==> src/rtl/ifgc_pkg.sv <==
// shared constants of the frequency gate counter
package ifgc_pkg;
  localparam int          CLK_KHZ      = 100000;  // system clock rate in kHz
  localparam int          OSC_KHZ      = 4500;    // oscillator rate in kHz
  localparam int          ACC_W        = 17;
  localparam logic [16:0] ACC_MOD      = 17'(CLK_KHZ);
  localparam logic [16:0] ACC_STEP     = 17'(OSC_KHZ);
  localparam int          DIV_W        = 13;
  localparam logic [12:0] DIV_1K       = 13'(OSC_KHZ / 1);    // oscillator ticks per 1 kHz period
  localparam logic [12:0] DIV_100K     = 13'(OSC_KHZ / 100);
  localparam logic [12:0] DIV_900K     = 13'(OSC_KHZ / 900);
  localparam int          GATE_1_MS    = 1;
  localparam int          GATE_4_MS    = 4;
  localparam int          GATE_8_MS    = 8;
  localparam int          CNT_W        = 16;
  localparam int          CGP_W        = 6;
  localparam logic [15:0] CNT_ZERO     = 16'h0000;
  localparam logic [15:0] CNT_MAX      = 16'hFFFF;
  localparam int          BIT_CLEAR    = 0;       // counter_clear_bit position
  localparam int          BIT_START    = 1;       // count_start_bit position
  localparam int          BIT_GATE     = 0;       // gate_open_flag position
  localparam logic [3:0]  CTRL_RDVAL   = 4'h0;    // value shown for an undefined read
  // function select codes
  localparam logic [1:0]  MODE_CGP     = 2'h0;
  localparam logic [1:0]  MODE_FM      = 2'h1;
  localparam logic [1:0]  MODE_AM      = 2'h2;
  // gate time / reference select codes
  localparam logic [1:0]  SEL_1        = 2'h0;
  localparam logic [1:0]  SEL_4        = 2'h1;
  localparam logic [1:0]  SEL_8        = 2'h2;
  localparam logic [1:0]  SEL_OPEN     = 2'h3;
  typedef enum logic [2:0] {
    ST_IDLE = 3'b001,
    ST_WAIT = 3'b010,
    ST_OPEN = 3'b100
  } ifgc_state_t;
endpackage : ifgc_pkg

==> src/rtl/ifgc_sync.sv <==
// three-stage pin synchroniser with agreement filter and edge pulses
`timescale 1ns/10ps
`default_nettype none
module ifgc_sync (
  input  wire logic clk,
  input  wire logic rst,
  input  wire logic pin,
  output logic      level,
  output logic      rise,
  output logic      fall
);
  logic s1_q, s2_q, s3_q;

  // stage chain; the first stage feeds only the second; it runs through reset so it is full when reset ends
  always_ff @(posedge clk) begin
    s1_q <= pin;
    s2_q <= s1_q;
    s3_q <= s2_q;
  end

  // a change is accepted once stages two and three agree
  always_ff @(posedge clk) begin
    if (rst) begin
      level <= s3_q;  // follow the pin during reset so no false edge follows it; reset needs four clocks
      rise  <= 1'b0;
      fall  <= 1'b0;
    end else begin
      rise <= (s2_q == s3_q) && s3_q && !level;
      fall <= (s2_q == s3_q) && !s3_q && level;
      if (s2_q == s3_q) begin
        level <= s3_q;
      end
    end
  end
endmodule : ifgc_sync
`default_nettype wire

==> src/rtl/ifgc_top.sv <==
// frequency gate counter: if counter and external gate counter with 16-bit count
`timescale 1ns/10ps
`default_nettype none
module ifgc_top
  import ifgc_pkg::*;
#(
  parameter int CLK_KHZ_P = CLK_KHZ  // system clock rate in kHz; must exceed the oscillator rate
)
(
  input  wire logic             clk,
  input  wire logic             rst,
  input  wire logic             fm_if_input,
  input  wire logic             am_if_input,
  input  wire logic             external_gate_counter,
  input  wire logic [1:0]       mode_sel,
  input  wire logic [1:0]       gate_sel,
  input  wire logic             ctrl_wr,
  input  wire logic [3:0]       ctrl_wdata,
  input  wire logic             ctrl_rd,
  input  wire logic             cgp_wr,
  input  wire logic [CGP_W-1:0] cgp_wdata,
  input  wire logic             done_clr,
  output logic [3:0]            ctrl_rdata,
  output logic [CNT_W-1:0]      count_data,
  output logic [3:0]            gate_judge_status,
  output logic                  count_done_request
);
  localparam logic [ACC_W-1:0] ACC_MOD_P = ACC_W'(CLK_KHZ_P);  // accumulator modulus from the clock rate

  logic              fm_fall, am_lvl, am_fall, eg_lvl, eg_rise;
  logic [ACC_W-1:0]  acc_q;
  logic              osc_tick_q;
  logic [DIV_W-1:0]  ms_div_q, ref_div_q;
  logic              ms_tick_q, ref_tick_q;
  logic              fm_half_q, fm_half_fall_q;
  logic [3:0]        ms_cnt_q;
  ifgc_state_t       state_q;
  logic              gate_flag_q;
  logic              is_if, is_ext, start_cmd, clear_cmd, open_now, close_now;
  logic              edge_in, sel_lvl, extra;
  logic [CNT_W-1:0]  cnt_d;

  function automatic logic [3:0] gate_ms(input logic [1:0] sel);
    unique case (sel)
      SEL_4:   gate_ms = 4'(GATE_4_MS);
      SEL_8:   gate_ms = 4'(GATE_8_MS);
      default: gate_ms = 4'(GATE_1_MS);
    endcase
  endfunction : gate_ms

  ifgc_sync u_fm (.clk(clk), .rst(rst), .pin(fm_if_input), .level(), .rise(), .fall(fm_fall));
  ifgc_sync u_am (.clk(clk), .rst(rst), .pin(am_if_input), .level(am_lvl), .rise(), .fall(am_fall));
  ifgc_sync u_eg (.clk(clk), .rst(rst), .pin(external_gate_counter), .level(eg_lvl), .rise(eg_rise),
                  .fall());

  // 4.5 MHz oscillator tick made from the system clock by phase accumulation
  always_ff @(posedge clk) begin
    if (rst) begin
      acc_q      <= '0;
      osc_tick_q <= 1'b0;
    end else if (acc_q + ACC_STEP >= ACC_MOD_P) begin
      acc_q      <= ACC_W'(acc_q + ACC_STEP - ACC_MOD_P);
      osc_tick_q <= 1'b1;
    end else begin
      acc_q      <= ACC_W'(acc_q + ACC_STEP);
      osc_tick_q <= 1'b0;
    end
  end

  // 1 kHz gate base divided from the oscillator
  always_ff @(posedge clk) begin
    if (rst) begin
      ms_div_q  <= '0;
      ms_tick_q <= 1'b0;
    end else begin
      ms_tick_q <= 1'b0;
      if (osc_tick_q) begin
        if (ms_div_q == DIV_1K - 13'h0001) begin
          ms_div_q  <= '0;
          ms_tick_q <= 1'b1;
        end else begin
          ms_div_q <= ms_div_q + 13'h0001;
        end
      end
    end
  end

  // selectable reference for external gate mode; open code gives no ticks
  always_ff @(posedge clk) begin
    if (rst) begin
      ref_div_q  <= '0;
      ref_tick_q <= 1'b0;
    end else begin
      ref_tick_q <= 1'b0;
      if (osc_tick_q && gate_sel != SEL_OPEN) begin
        if (ref_div_q + 13'h0001 >= (gate_sel == SEL_1 ? DIV_1K : gate_sel == SEL_4 ? DIV_100K : DIV_900K)) begin
          ref_div_q  <= '0;
          ref_tick_q <= 1'b1;
        end else begin
          ref_div_q <= ref_div_q + 13'h0001;
        end
      end
    end
  end

  // fm input halved by a toggle; its falling edge is every second fm fall
  always_ff @(posedge clk) begin
    if (rst) begin
      fm_half_q      <= 1'b0;
      fm_half_fall_q <= 1'b0;
    end else begin
      fm_half_fall_q <= fm_fall && fm_half_q;
      if (fm_fall) begin
        fm_half_q <= !fm_half_q;
      end
    end
  end

  // command decode and selected source
  always_comb begin
    is_if     = (mode_sel == MODE_FM) || (mode_sel == MODE_AM);
    is_ext    = mode_sel[1] && (mode_sel != MODE_AM);
    start_cmd = ctrl_wr && ctrl_wdata[BIT_START];
    clear_cmd = ctrl_wr && ctrl_wdata[BIT_CLEAR];
    open_now  = (state_q == ST_WAIT) && (is_if ? ms_tick_q : eg_rise);
    close_now = (state_q == ST_OPEN) &&
                (is_if ? (ms_tick_q && ms_cnt_q + 4'h1 >= gate_ms(gate_sel)) : eg_rise);
    unique case (mode_sel)
      MODE_FM: begin
        edge_in = fm_half_fall_q;
        sel_lvl = fm_half_q;
      end
      MODE_AM: begin
        edge_in = am_fall;
        sel_lvl = am_lvl;
      end
      MODE_CGP: begin
        edge_in = 1'b0;
        sel_lvl = 1'b1;
      end
      default: begin
        edge_in = ref_tick_q;
        sel_lvl = eg_lvl;
      end
    endcase
    extra = open_now && !sel_lvl;
  end

  // gate sequencer
  always_ff @(posedge clk) begin
    if (rst) begin
      state_q  <= ST_IDLE;
      ms_cnt_q <= '0;
    end else begin
      if (ms_tick_q && state_q == ST_OPEN) begin
        ms_cnt_q <= ms_cnt_q + 4'h1;
      end
      unique case (state_q)
        ST_IDLE: if (start_cmd && mode_sel != MODE_CGP) begin
          state_q <= ST_WAIT;
        end
        ST_WAIT: if (open_now) begin
          state_q  <= ST_OPEN;
          ms_cnt_q <= '0;
        end
        ST_OPEN: if (close_now) begin
          state_q <= ST_IDLE;
        end
        default: state_q <= ST_IDLE;
      endcase
    end
  end

  // gate flag: set by start, cleared only by an if mode gate close
  always_ff @(posedge clk) begin
    if (rst) begin
      gate_flag_q <= 1'b0;
    end else if (start_cmd) begin
      gate_flag_q <= 1'b1;
    end else if (close_now && is_if) begin
      gate_flag_q <= 1'b0;
    end
  end

  // done request: set on gate close wins over software clear
  always_ff @(posedge clk) begin
    if (rst) begin
      count_done_request <= 1'b0;
    end else if (close_now) begin
      count_done_request <= 1'b1;
    end else if (done_clr) begin
      count_done_request <= 1'b0;
    end
  end

  // 16-bit counter with clear, counting, and clock port overwrite of the top bits
  always_comb begin
    cnt_d = count_data;
    if (state_q == ST_OPEN || (is_if && gate_sel == SEL_OPEN)) begin
      cnt_d = CNT_W'(cnt_d + {15'h0000, edge_in});
    end
    cnt_d = CNT_W'(cnt_d + {15'h0000, extra});
    if (cgp_wr) begin
      cnt_d[CNT_W-1 -: CGP_W] = cgp_wdata;
    end
    if (clear_cmd) begin
      cnt_d = CNT_ZERO;
    end
  end

  always_ff @(posedge clk) begin
    if (rst) begin
      count_data <= CNT_ZERO;
    end else begin
      count_data <= cnt_d;
    end
  end

  // status and undefined control read-back
  always_ff @(posedge clk) begin
    if (rst) begin
      gate_judge_status <= 4'h0;
      ctrl_rdata        <= CTRL_RDVAL;
    end else begin
      gate_judge_status            <= 4'h0;
      gate_judge_status[BIT_GATE]  <= gate_flag_q;
      ctrl_rdata                   <= ctrl_rd ? CTRL_RDVAL : ctrl_rdata;
    end
  end

  // checks
  clear_zero_a: assert property (@(posedge clk) disable iff (rst)
    clear_cmd |=> count_data == CNT_ZERO) else $error("clear did not zero counter");
  start_flag_a: assert property (@(posedge clk) disable iff (rst)
    start_cmd |=> ##1 gate_judge_status[BIT_GATE]) else $error("start did not set gate flag");
  if_close_a: assert property (@(posedge clk) disable iff (rst)
    close_now && is_if && !start_cmd |=> !gate_flag_q && count_done_request) else $error("if close wrong");
  ext_hold_a: assert property (@(posedge clk) disable iff (rst)
    close_now && is_ext |=> gate_flag_q == $past(gate_flag_q) || $past(start_cmd)) else $error("ext flag moved");
  wrap_zero_a: assert property (@(posedge clk) disable iff (rst)
    (state_q == ST_OPEN || (is_if && gate_sel == SEL_OPEN)) && count_data == CNT_MAX && edge_in
    && !cgp_wr && !clear_cmd |=> count_data == CNT_ZERO) else $error("counter did not wrap");
  gate_len_a: assert property (@(posedge clk) disable iff (rst)
    state_q == ST_OPEN && is_if && ms_tick_q && ms_cnt_q + 4'h1 == gate_ms(gate_sel)
    |=> state_q == ST_IDLE) else $error("if gate length wrong");
  ext_open_a: assert property (@(posedge clk) disable iff (rst)
    state_q == ST_WAIT && is_ext && eg_rise |=> state_q == ST_OPEN) else $error("ext gate did not open");
  hold_cnt_a: assert property (@(posedge clk) disable iff (rst)
    state_q != ST_OPEN && !open_now && !(is_if && gate_sel == SEL_OPEN) && !ctrl_wr && !cgp_wr
    |=> $stable(count_data)) else $error("count changed while closed");
  cgp_over_a: assert property (@(posedge clk) disable iff (rst)
    cgp_wr && !clear_cmd |=> count_data[CNT_W-1 -: CGP_W] == $past(cgp_wdata)) else $error("port write lost");

  if_run_c: cover property (@(posedge clk) disable iff (rst) close_now && is_if);
  ext_run_c: cover property (@(posedge clk) disable iff (rst) close_now && is_ext);
  wrap_c: cover property (@(posedge clk) disable iff (rst) count_data == CNT_MAX ##1 count_data == CNT_ZERO);
endmodule : ifgc_top
`default_nettype wire

==> config.mk <==
export PLATFORM = sky130hd
export DESIGN_NAME = ifgc_top
export DESIGN_NICKNAME = d
export VERILOG_FILES = /design/src/rtl/ifgc_pkg.sv /design/src/rtl/ifgc_sync.sv /design/src/rtl/ifgc_top.sv
export SDC_FILE = /design/constraint.sdc
export NUM_CORES = 1
export LEC_CHECK = 0
export BUFFER_PORTS_ARGS = -buffer_cell sky130_fd_sc_hd__buf_2
export CAP_MARGIN = 30
export CORE_UTILIZATION = 33
export DETAILED_ROUTE_END_ITERATION = 8
export GPL_TIMING_DRIVEN = 0
export PLACE_DENSITY = 0.49
export SYNTH_ARGS = -nofsm -noshare
export SYNTH_HDL_FRONTEND = slang
export SYNTH_SLANG_ARGS = --single-unit
==> constraint.sdc <==
create_clock -name clk -period 8.35 [get_ports clk]
set_input_delay 0.835 -clock clk [delete_from_list [all_inputs] [get_ports clk]]
set_output_delay 0.835 -clock clk [all_outputs]
set_load 0.01 [all_outputs]
# [After elaboration in Yosys (flattened, before gate mapping)]
# Cells that the tools add are included.
[word_totals] regBits=92 inputBits=23 word_cells=127
[op_classes] n_addsub=7 order_cmp=3 eq_ne=16 mux=32 n_bitwise=2 reduce_logical=37
[op_table] cell="2-to-1 mux 13 bit" count=3
[op_table] cell="adder 16 x 1 -> 16 bit" count=2
[op_table] cell="adder 13 x 1 -> 13 bit, second input constant" count=2
[op_table] cell="logical AND 1 bit" count=18
[op_table] cell="adder 17 x 13 -> 17 bit, second input constant" count=1
[op_table] cell=">= comparator 17 bit, second input constant" count=1
[op_table] cell="2-to-1 mux 17 bit" count=1
[op_table] cell="subtractor 17 bit, second input constant" count=1
[op_table] cell="2-to-1 mux 16 bit" count=1
[op_table] cell="2-to-1 mux 1 bit" count=15
[op_table] cell="== test 13 bit, second input constant" count=1
[op_table] cell=">= comparator 13 bit" count=1
[op_table] cell="2-to-1 mux 4 bit" count=3
[op_table] cell="2-to-1 mux 6 bit" count=2
[op_table] cell="nonzero test 2 bit" count=6
[op_table] cell="2-to-1 mux 3 bit" count=3
[op_table] cell="case mux 3 bit (3 select lines)" count=1
[op_table] cell="!= test 2 bit, second input constant" count=4
[op_table] cell="case mux 4 bit (2 select lines)" count=1
[op_table] cell="== test 2 bit, second input constant" count=3
[op_table] cell="case mux 1 bit (3 select lines)" count=2
[op_table] cell="OR reduction 2 bit" count=3
[op_table] cell="zero test 1 bit" count=5
[op_table] cell="adder 4 x 1 -> 4 bit, second input constant" count=1
[op_table] cell="10 further kinds" count=16

# [Longest topological paths before layout]
[depth] depth_word=9 depth_mapped=15

# [Modules after synthesis]
# From an unflattened synthesis, not the netlist that was laid out.
[hier_totals] cells_unflattened=630 area_unflattened_um2=5345.1
[modules_own_cells] module="ifgc_top" n_inst=1 cells_each=591 area_each_um2=4789.6 seq_area_each_um2=1441.4
[modules_own_cells] module="ifgc_sync" n_inst=3 cells_each=13 area_each_um2=185.2 seq_area_each_um2=130.1

# [Worst setup path after synthesis]
# No wires, ideal clock.
[synth_path] path_type="input port to flip-flop" startpoint="in mode_sel[0]" endpoint="reg count_data[15]" arrival_time_ns=3.716 setup_slack_ns=4.547 stages=14 cell_sequence="inv_1 ha_1 a22oi_1 o21ai_0 ha_1 ha_1 clkbuf_1 nand4_1 a2111oi_2 xor2_1 nand3_2 or4b_4 o31a_1 o31ai_1"
[synth_between] elab_chain_cells=7 word_cells_on_any_way=16 cone_classes="add/sub (2); eq/ne (2); mux (5); reduce/logical (7)"
[synth_rtl] item="from (decl)" line_no="ifgc_top.sv:15" rtl="input wire logic [1:0] mode_sel,"
[synth_rtl] item="parallel branches: the longest is 5 deep, another holds adder 16 x 1 -> 16 bit"
[synth_rtl] item="adder 16 x 1 -> 16 bit (*)" line_no="ifgc_top.sv:202" rtl="cnt_d = CNT_W'(cnt_d + {15'h0000, extra});"
[synth_rtl] item="2-to-1 mux 6 bit (*)" line_no="ifgc_top.sv:203" rtl="if (cgp_wr) begin"
[synth_rtl] item="to (signal assigned)" line_no="ifgc_top.sv:215" rtl="count_data <= cnt_d;"
[synth_rtl] item="to (decl)" line_no="ifgc_top.sv:24" rtl="output logic [CNT_W-1:0] count_data,"
# Mark *: on every way between the ends.
# A chain may end at the register's enable or synchronous reset.

# [Worst setup path in the final report]
# Same ends and word-level chain as after synthesis.

==> impl_summary.txt <==
----------------------------------------------------
[Status]
  Outcome ... complete, no violations

[CTS]
  Setup repair bufs after CTS ... 0
  Clock root buffer ... sky130_fd_sc_hd__clkbuf_16
  Num Clock Sinks ... 87
  Clk_lat worst skew ... 0.34 ns
  Post-CTS Resized ... 0
  TritonCTS clock tree ... built
  Number of buffers inserted during clock tree synthesis ... 9
  Clock tree buffer depth ... 2
  Reg clk slew, reported paths ... 0.06 ns
  H-tree level count ... 3
  Hold Buf Count CTS ... 0

[Global route]
  Global-route wire length before repair ... 19890 um
  Largest net degree at the start of global routing ... 15
  Total routing resource utilization after global routing ... 15.48%
  Sum of overflow across all layers after global routing ... 0
  Number of global-route vias before repair ... 4094
  Antenna violations before repair ... 0

[Timing]
  Final total negative setup slack ... 0 ns
  Max Freq ... approximately 240 MHz
  Minimum clock period ... around 4.2 ns
  Number of pins exceeding their max-slew limit in the final report ... 0
  Skew final ... between 0.007 and 0.008 ns
  Setup repair after global routing missed its margin ... false
  Final number of hold-violating endpoints ... 0
  Final period util ... 49.98%
  Worst Max-Slew Pin Slew ... slightly below 1 ns
  Worst rel slew slack ... 34.69%
  Final setup violating endpoints ... 0

[Floorplan]
  Boundary Pins ... 48
  Die height ... 127.3 um
  Std-Cell Core Area ... 0.01526 mm2
  Number of cell rows ... 45
  Chip Width ... 127.3 um
  Floorplan die area ... 0.01619 mm2
  Initial core utilization ... 33.93%

[Yosys]
  Share of synthesized flip-flops with an asynchronous set or reset ... 0%
  Synthesis warning total ... 0
  Main flop type after synthesis ... sky130_fd_sc_hd__dfxtp_1
  Top area cells in the synthesized netlist ... sky130_fd_sc_hd__dfxtp_1 (32%), sky130_fd_sc_hd__ha_1 (7.2%), sky130_fd_sc_hd__xnor2_1 (6.6%)
  EDFF count, synth ... 3
  Number of cells produced by synthesis ... 620
  Cell taking the most area after synthesis ... sky130_fd_sc_hd__dfxtp_1
  Unique masters post-synth ... between 60 and 70
  Number of synthesized register bits ... 87
  Most frequently used cell type in the post-synthesis netlist ... sky130_fd_sc_hd__dfxtp_1
  Most common library cells after synthesis ... sky130_fd_sc_hd__dfxtp_1 (84), sky130_fd_sc_hd__nor2_1 (61), sky130_fd_sc_hd__nand2_1 (52), sky130_fd_sc_hd__nand3_1 (40), sky130_fd_sc_hd__xnor2_1 (39)
  Share of synthesized area occupied by flip-flops and latches ... 34.22%
  Post-synth design cell area ... 0.005177 mm2
  Portion of synthesized cell area occupied by the leading cell type ... roughly 32%
  Post-synthesis area per instance ... roughly 8.4 um2

[Critical path]
  Cell count of the worst reg-to-reg path ... 12
  Worst endpoint required time ... 8.61 ns
  Worst EP arrival ... 4.44 ns
  Crit path max-delay family ... compound AO/OA/AOI/OAI gates
  Crit path capture type ... flip-flop
  Reg-to-reg setup timing slack ... 4.73 ns
  Chain of cells forming the critical path ... buf_2 > inv_1 > ha_1 > a22oi_1 > o21ai_0 > ha_1 > ha_1 > clkbuf_1 > nand3_1 > a21oi_1 > nand4_1 > xnor2_1 > or4b_4 > o31a_1 > o31ai_1
  Buffers and inverters on the worst path ... 3
  Most numerous cell on the critical path ... sky130_fd_sc_hd__ha_1
  Element type at the critical path start ... input pin
  Largest stage delay on the critical path ... around 0.53 ns
  Crit Path Max Fanout ... 9
  Cell at the slowest stage of the critical path ... sky130_fd_sc_hd__a21oi_1
  RR Startpoint ... u_am.fall$_SDFF_PP0_
  Worst setup path class ... in2reg
  Capture instance of the worst register-to-register path ... count_data[15]$_SDFF_PP0_

[Final layout]
  Total Nets Final ... 726
  Sequential cell area ... 0.001772 mm2
  Footprint of the multi-input gates ... 0.003184 mm2
  Area Growth Syn to Fin ... 15.18%
  Antenna fix cells ... 0
  Share of post-route cells with drive strength above 1 ... 10.91%
  Post-Layout Inst Area ... around 0.006 mm2
  Number of fillers in the final layout ... roughly 1600

[Routing]
  1st-iter DRT viols ... roughly 270
  Post-detailed-route via-to-cell ratio ... 5.009
  Vias post-DR ... 4453
  Total wire length after detailed routing ... around 12000 um
  Total DRC errors in the routed layout ... 0
  Residual antenna-violating net count after detailed routing ... 0
  Number of iterations in the first detailed-routing pass ... 4
  Avg WL per Cell ... 13.46 um

[Placement]
  Area of placed instances ... roughly 0.0056 mm2
  Total of buffers placed on input and output ports ... 36
  Final weighted congestion in routability-driven placement ... around 0.85
  Half-perimeter wire length after placement ... 8921 um

[Min path]
  Type of the most critical hold path ... reg2reg
  Cell depth of the worst hold path ... 0
  Hold Startpoint ... u_am.s1_q$_DFF_P_
  Endpoint of the worst hold path ... u_am.s2_q$_DFF_P_

[Power]
  Peak supply drop ... 0.09617 mV
  Static power due to leakage ... 0.002367 uW
  Cell Pwr Density ... 166.8 mW/mm2

[Flow run]
  Max Cap Violations ... 0

----------------------------------------------------
==> worst max path at each step <==
stage,depth (start not counted),startpoint,slack (ns),end
global route,15,mode_sel[0],3.85,count_data[15]$_SDFF_PP0_
finish,15,mode_sel[0],4.18,count_data[15]$_SDFF_PP0_
CTS,15,mode_sel[0],4.20,count_data[15]$_SDFF_PP0_
detailed placement,15,mode_sel[0],3.85,count_data[15]$_SDFF_PP0_
global placement,15,mode_sel[0],3.86,count_data[15]$_SDFF_PP0_
floorplan,14,mode_sel[0],4.55,count_data[15]$_SDFF_PP0_
==> cell families (layout without fill, tap and decap cells) <==
group / after synthesis / count (layout) / synth area share [%]
buffers and inverters: 55 / 107 / 4.712
other: 1 / 7 / 0.07243
AOI/OAI and AO/OA: 113 / 113 / 15.27
muxes: 5 / 5 / 1.039
DFF: 87 / 87 / 34.22
xor gates and xnor gates: 72 / 72 / 12.32
adders and majority gates: 30 / 30 / 7.250
and+or+nand+nor: 257 / 257 / 25.11
==> per-stage QoR <==
stage          hold slack (ns)  util [%]  setup slack (ns)  cells  total power (uW)
2_1_floorplan           0.3096         -             4.547    626             542.0
3_3_place_gp            0.3111     36.99             3.858    873             572.5
3_5_place_dp            0.3143     36.99             3.849    873             574.4
4_1_cts                 0.3296     39.08             4.200    889              1009
5_1_grt                 0.3341     39.08             3.850    889              1043
6_report                0.3272     39.08             4.177    889             994.6
==> cell type report <==
cell class | count | share of cell area, %
Tap cell | 211 | 4.427
Inverter | 21 | 1.322
Clock inverter | 4 | 0.8603
Timing Repair Buffer | 36 | 3.021
Clock buffer | 12 | 4.490
Sequential cell | 87 | 29.71
Multi-Input combinational cell | 484 | 53.40
Buffer | 34 | 2.770
==> cells in the final DEF, fill, tap and decap left out, drive strengths merged, types with 6 or more instances in the layout <==
cell type | Yosys | final
dfxtp | 84 | 84
ha | 30 | 30
o21ai | 20 | 20
nand2b | 16 | 16
and3 | 6 | 6
buf | 16 | 52
conb | 1 | 7
and2 | 8 | 8
a21oi | 29 | 29
nor3 | 17 | 17
nor2 | 61 | 61
xnor2 | 40 | 40
xor2 | 32 | 32
nor2b | 10 | 10
nand3 | 41 | 41
nand2 | 52 | 52
clkbuf | 18 | 30
a211oi | 8 | 8
nand4 | 15 | 15
nor3b | 6 | 6
nand3b | 6 | 6
inv | 21 | 21
a21o | 10 | 10
==> routing by layer <==
| metal | track usage (%) | share of wire, % |
|---|---|---|
| met5 | 0 | 0 |
| met1 | 21.29 | 52 |
| met4 | 6.933 | 1.3 |
| met3 | 2.471 | 3.3 |
| met2 | 23.85 | 44 |
==> flip-flops by register name, summed over array words and instances (netlist names), 3 cells and up <==
name,flops
ms_div_q,13
state_q,3
ms_cnt_q,4
count_data,16
ref_div_q,13
acc_q,15
==> worst reg2reg max path, delay by kind of cell (launching register included) <==
kind / cells / cell delay, ns
and+or+nand+nor: 3 / 0.87
DFF: 1 / 0.31
AOI/OAI and AO/OA: 5 / 1.38
xor gates and xnor gates: 1 / 0.21
buffers and inverters: 1 / 0.29
adders and majority gates: 2 / 0.48
==> report_power, final <==
| part | leakage (uW) | switching, uW | internal (uW) |
|---|---|---|---|
| combinational | 0.00150 | 72.7 | 49.5 |
| sequential | 0.000715 | 10.9 | 433 |
| clock | 0.000154 | 170 | 258 |
Power figures use the tool's default switching activity.
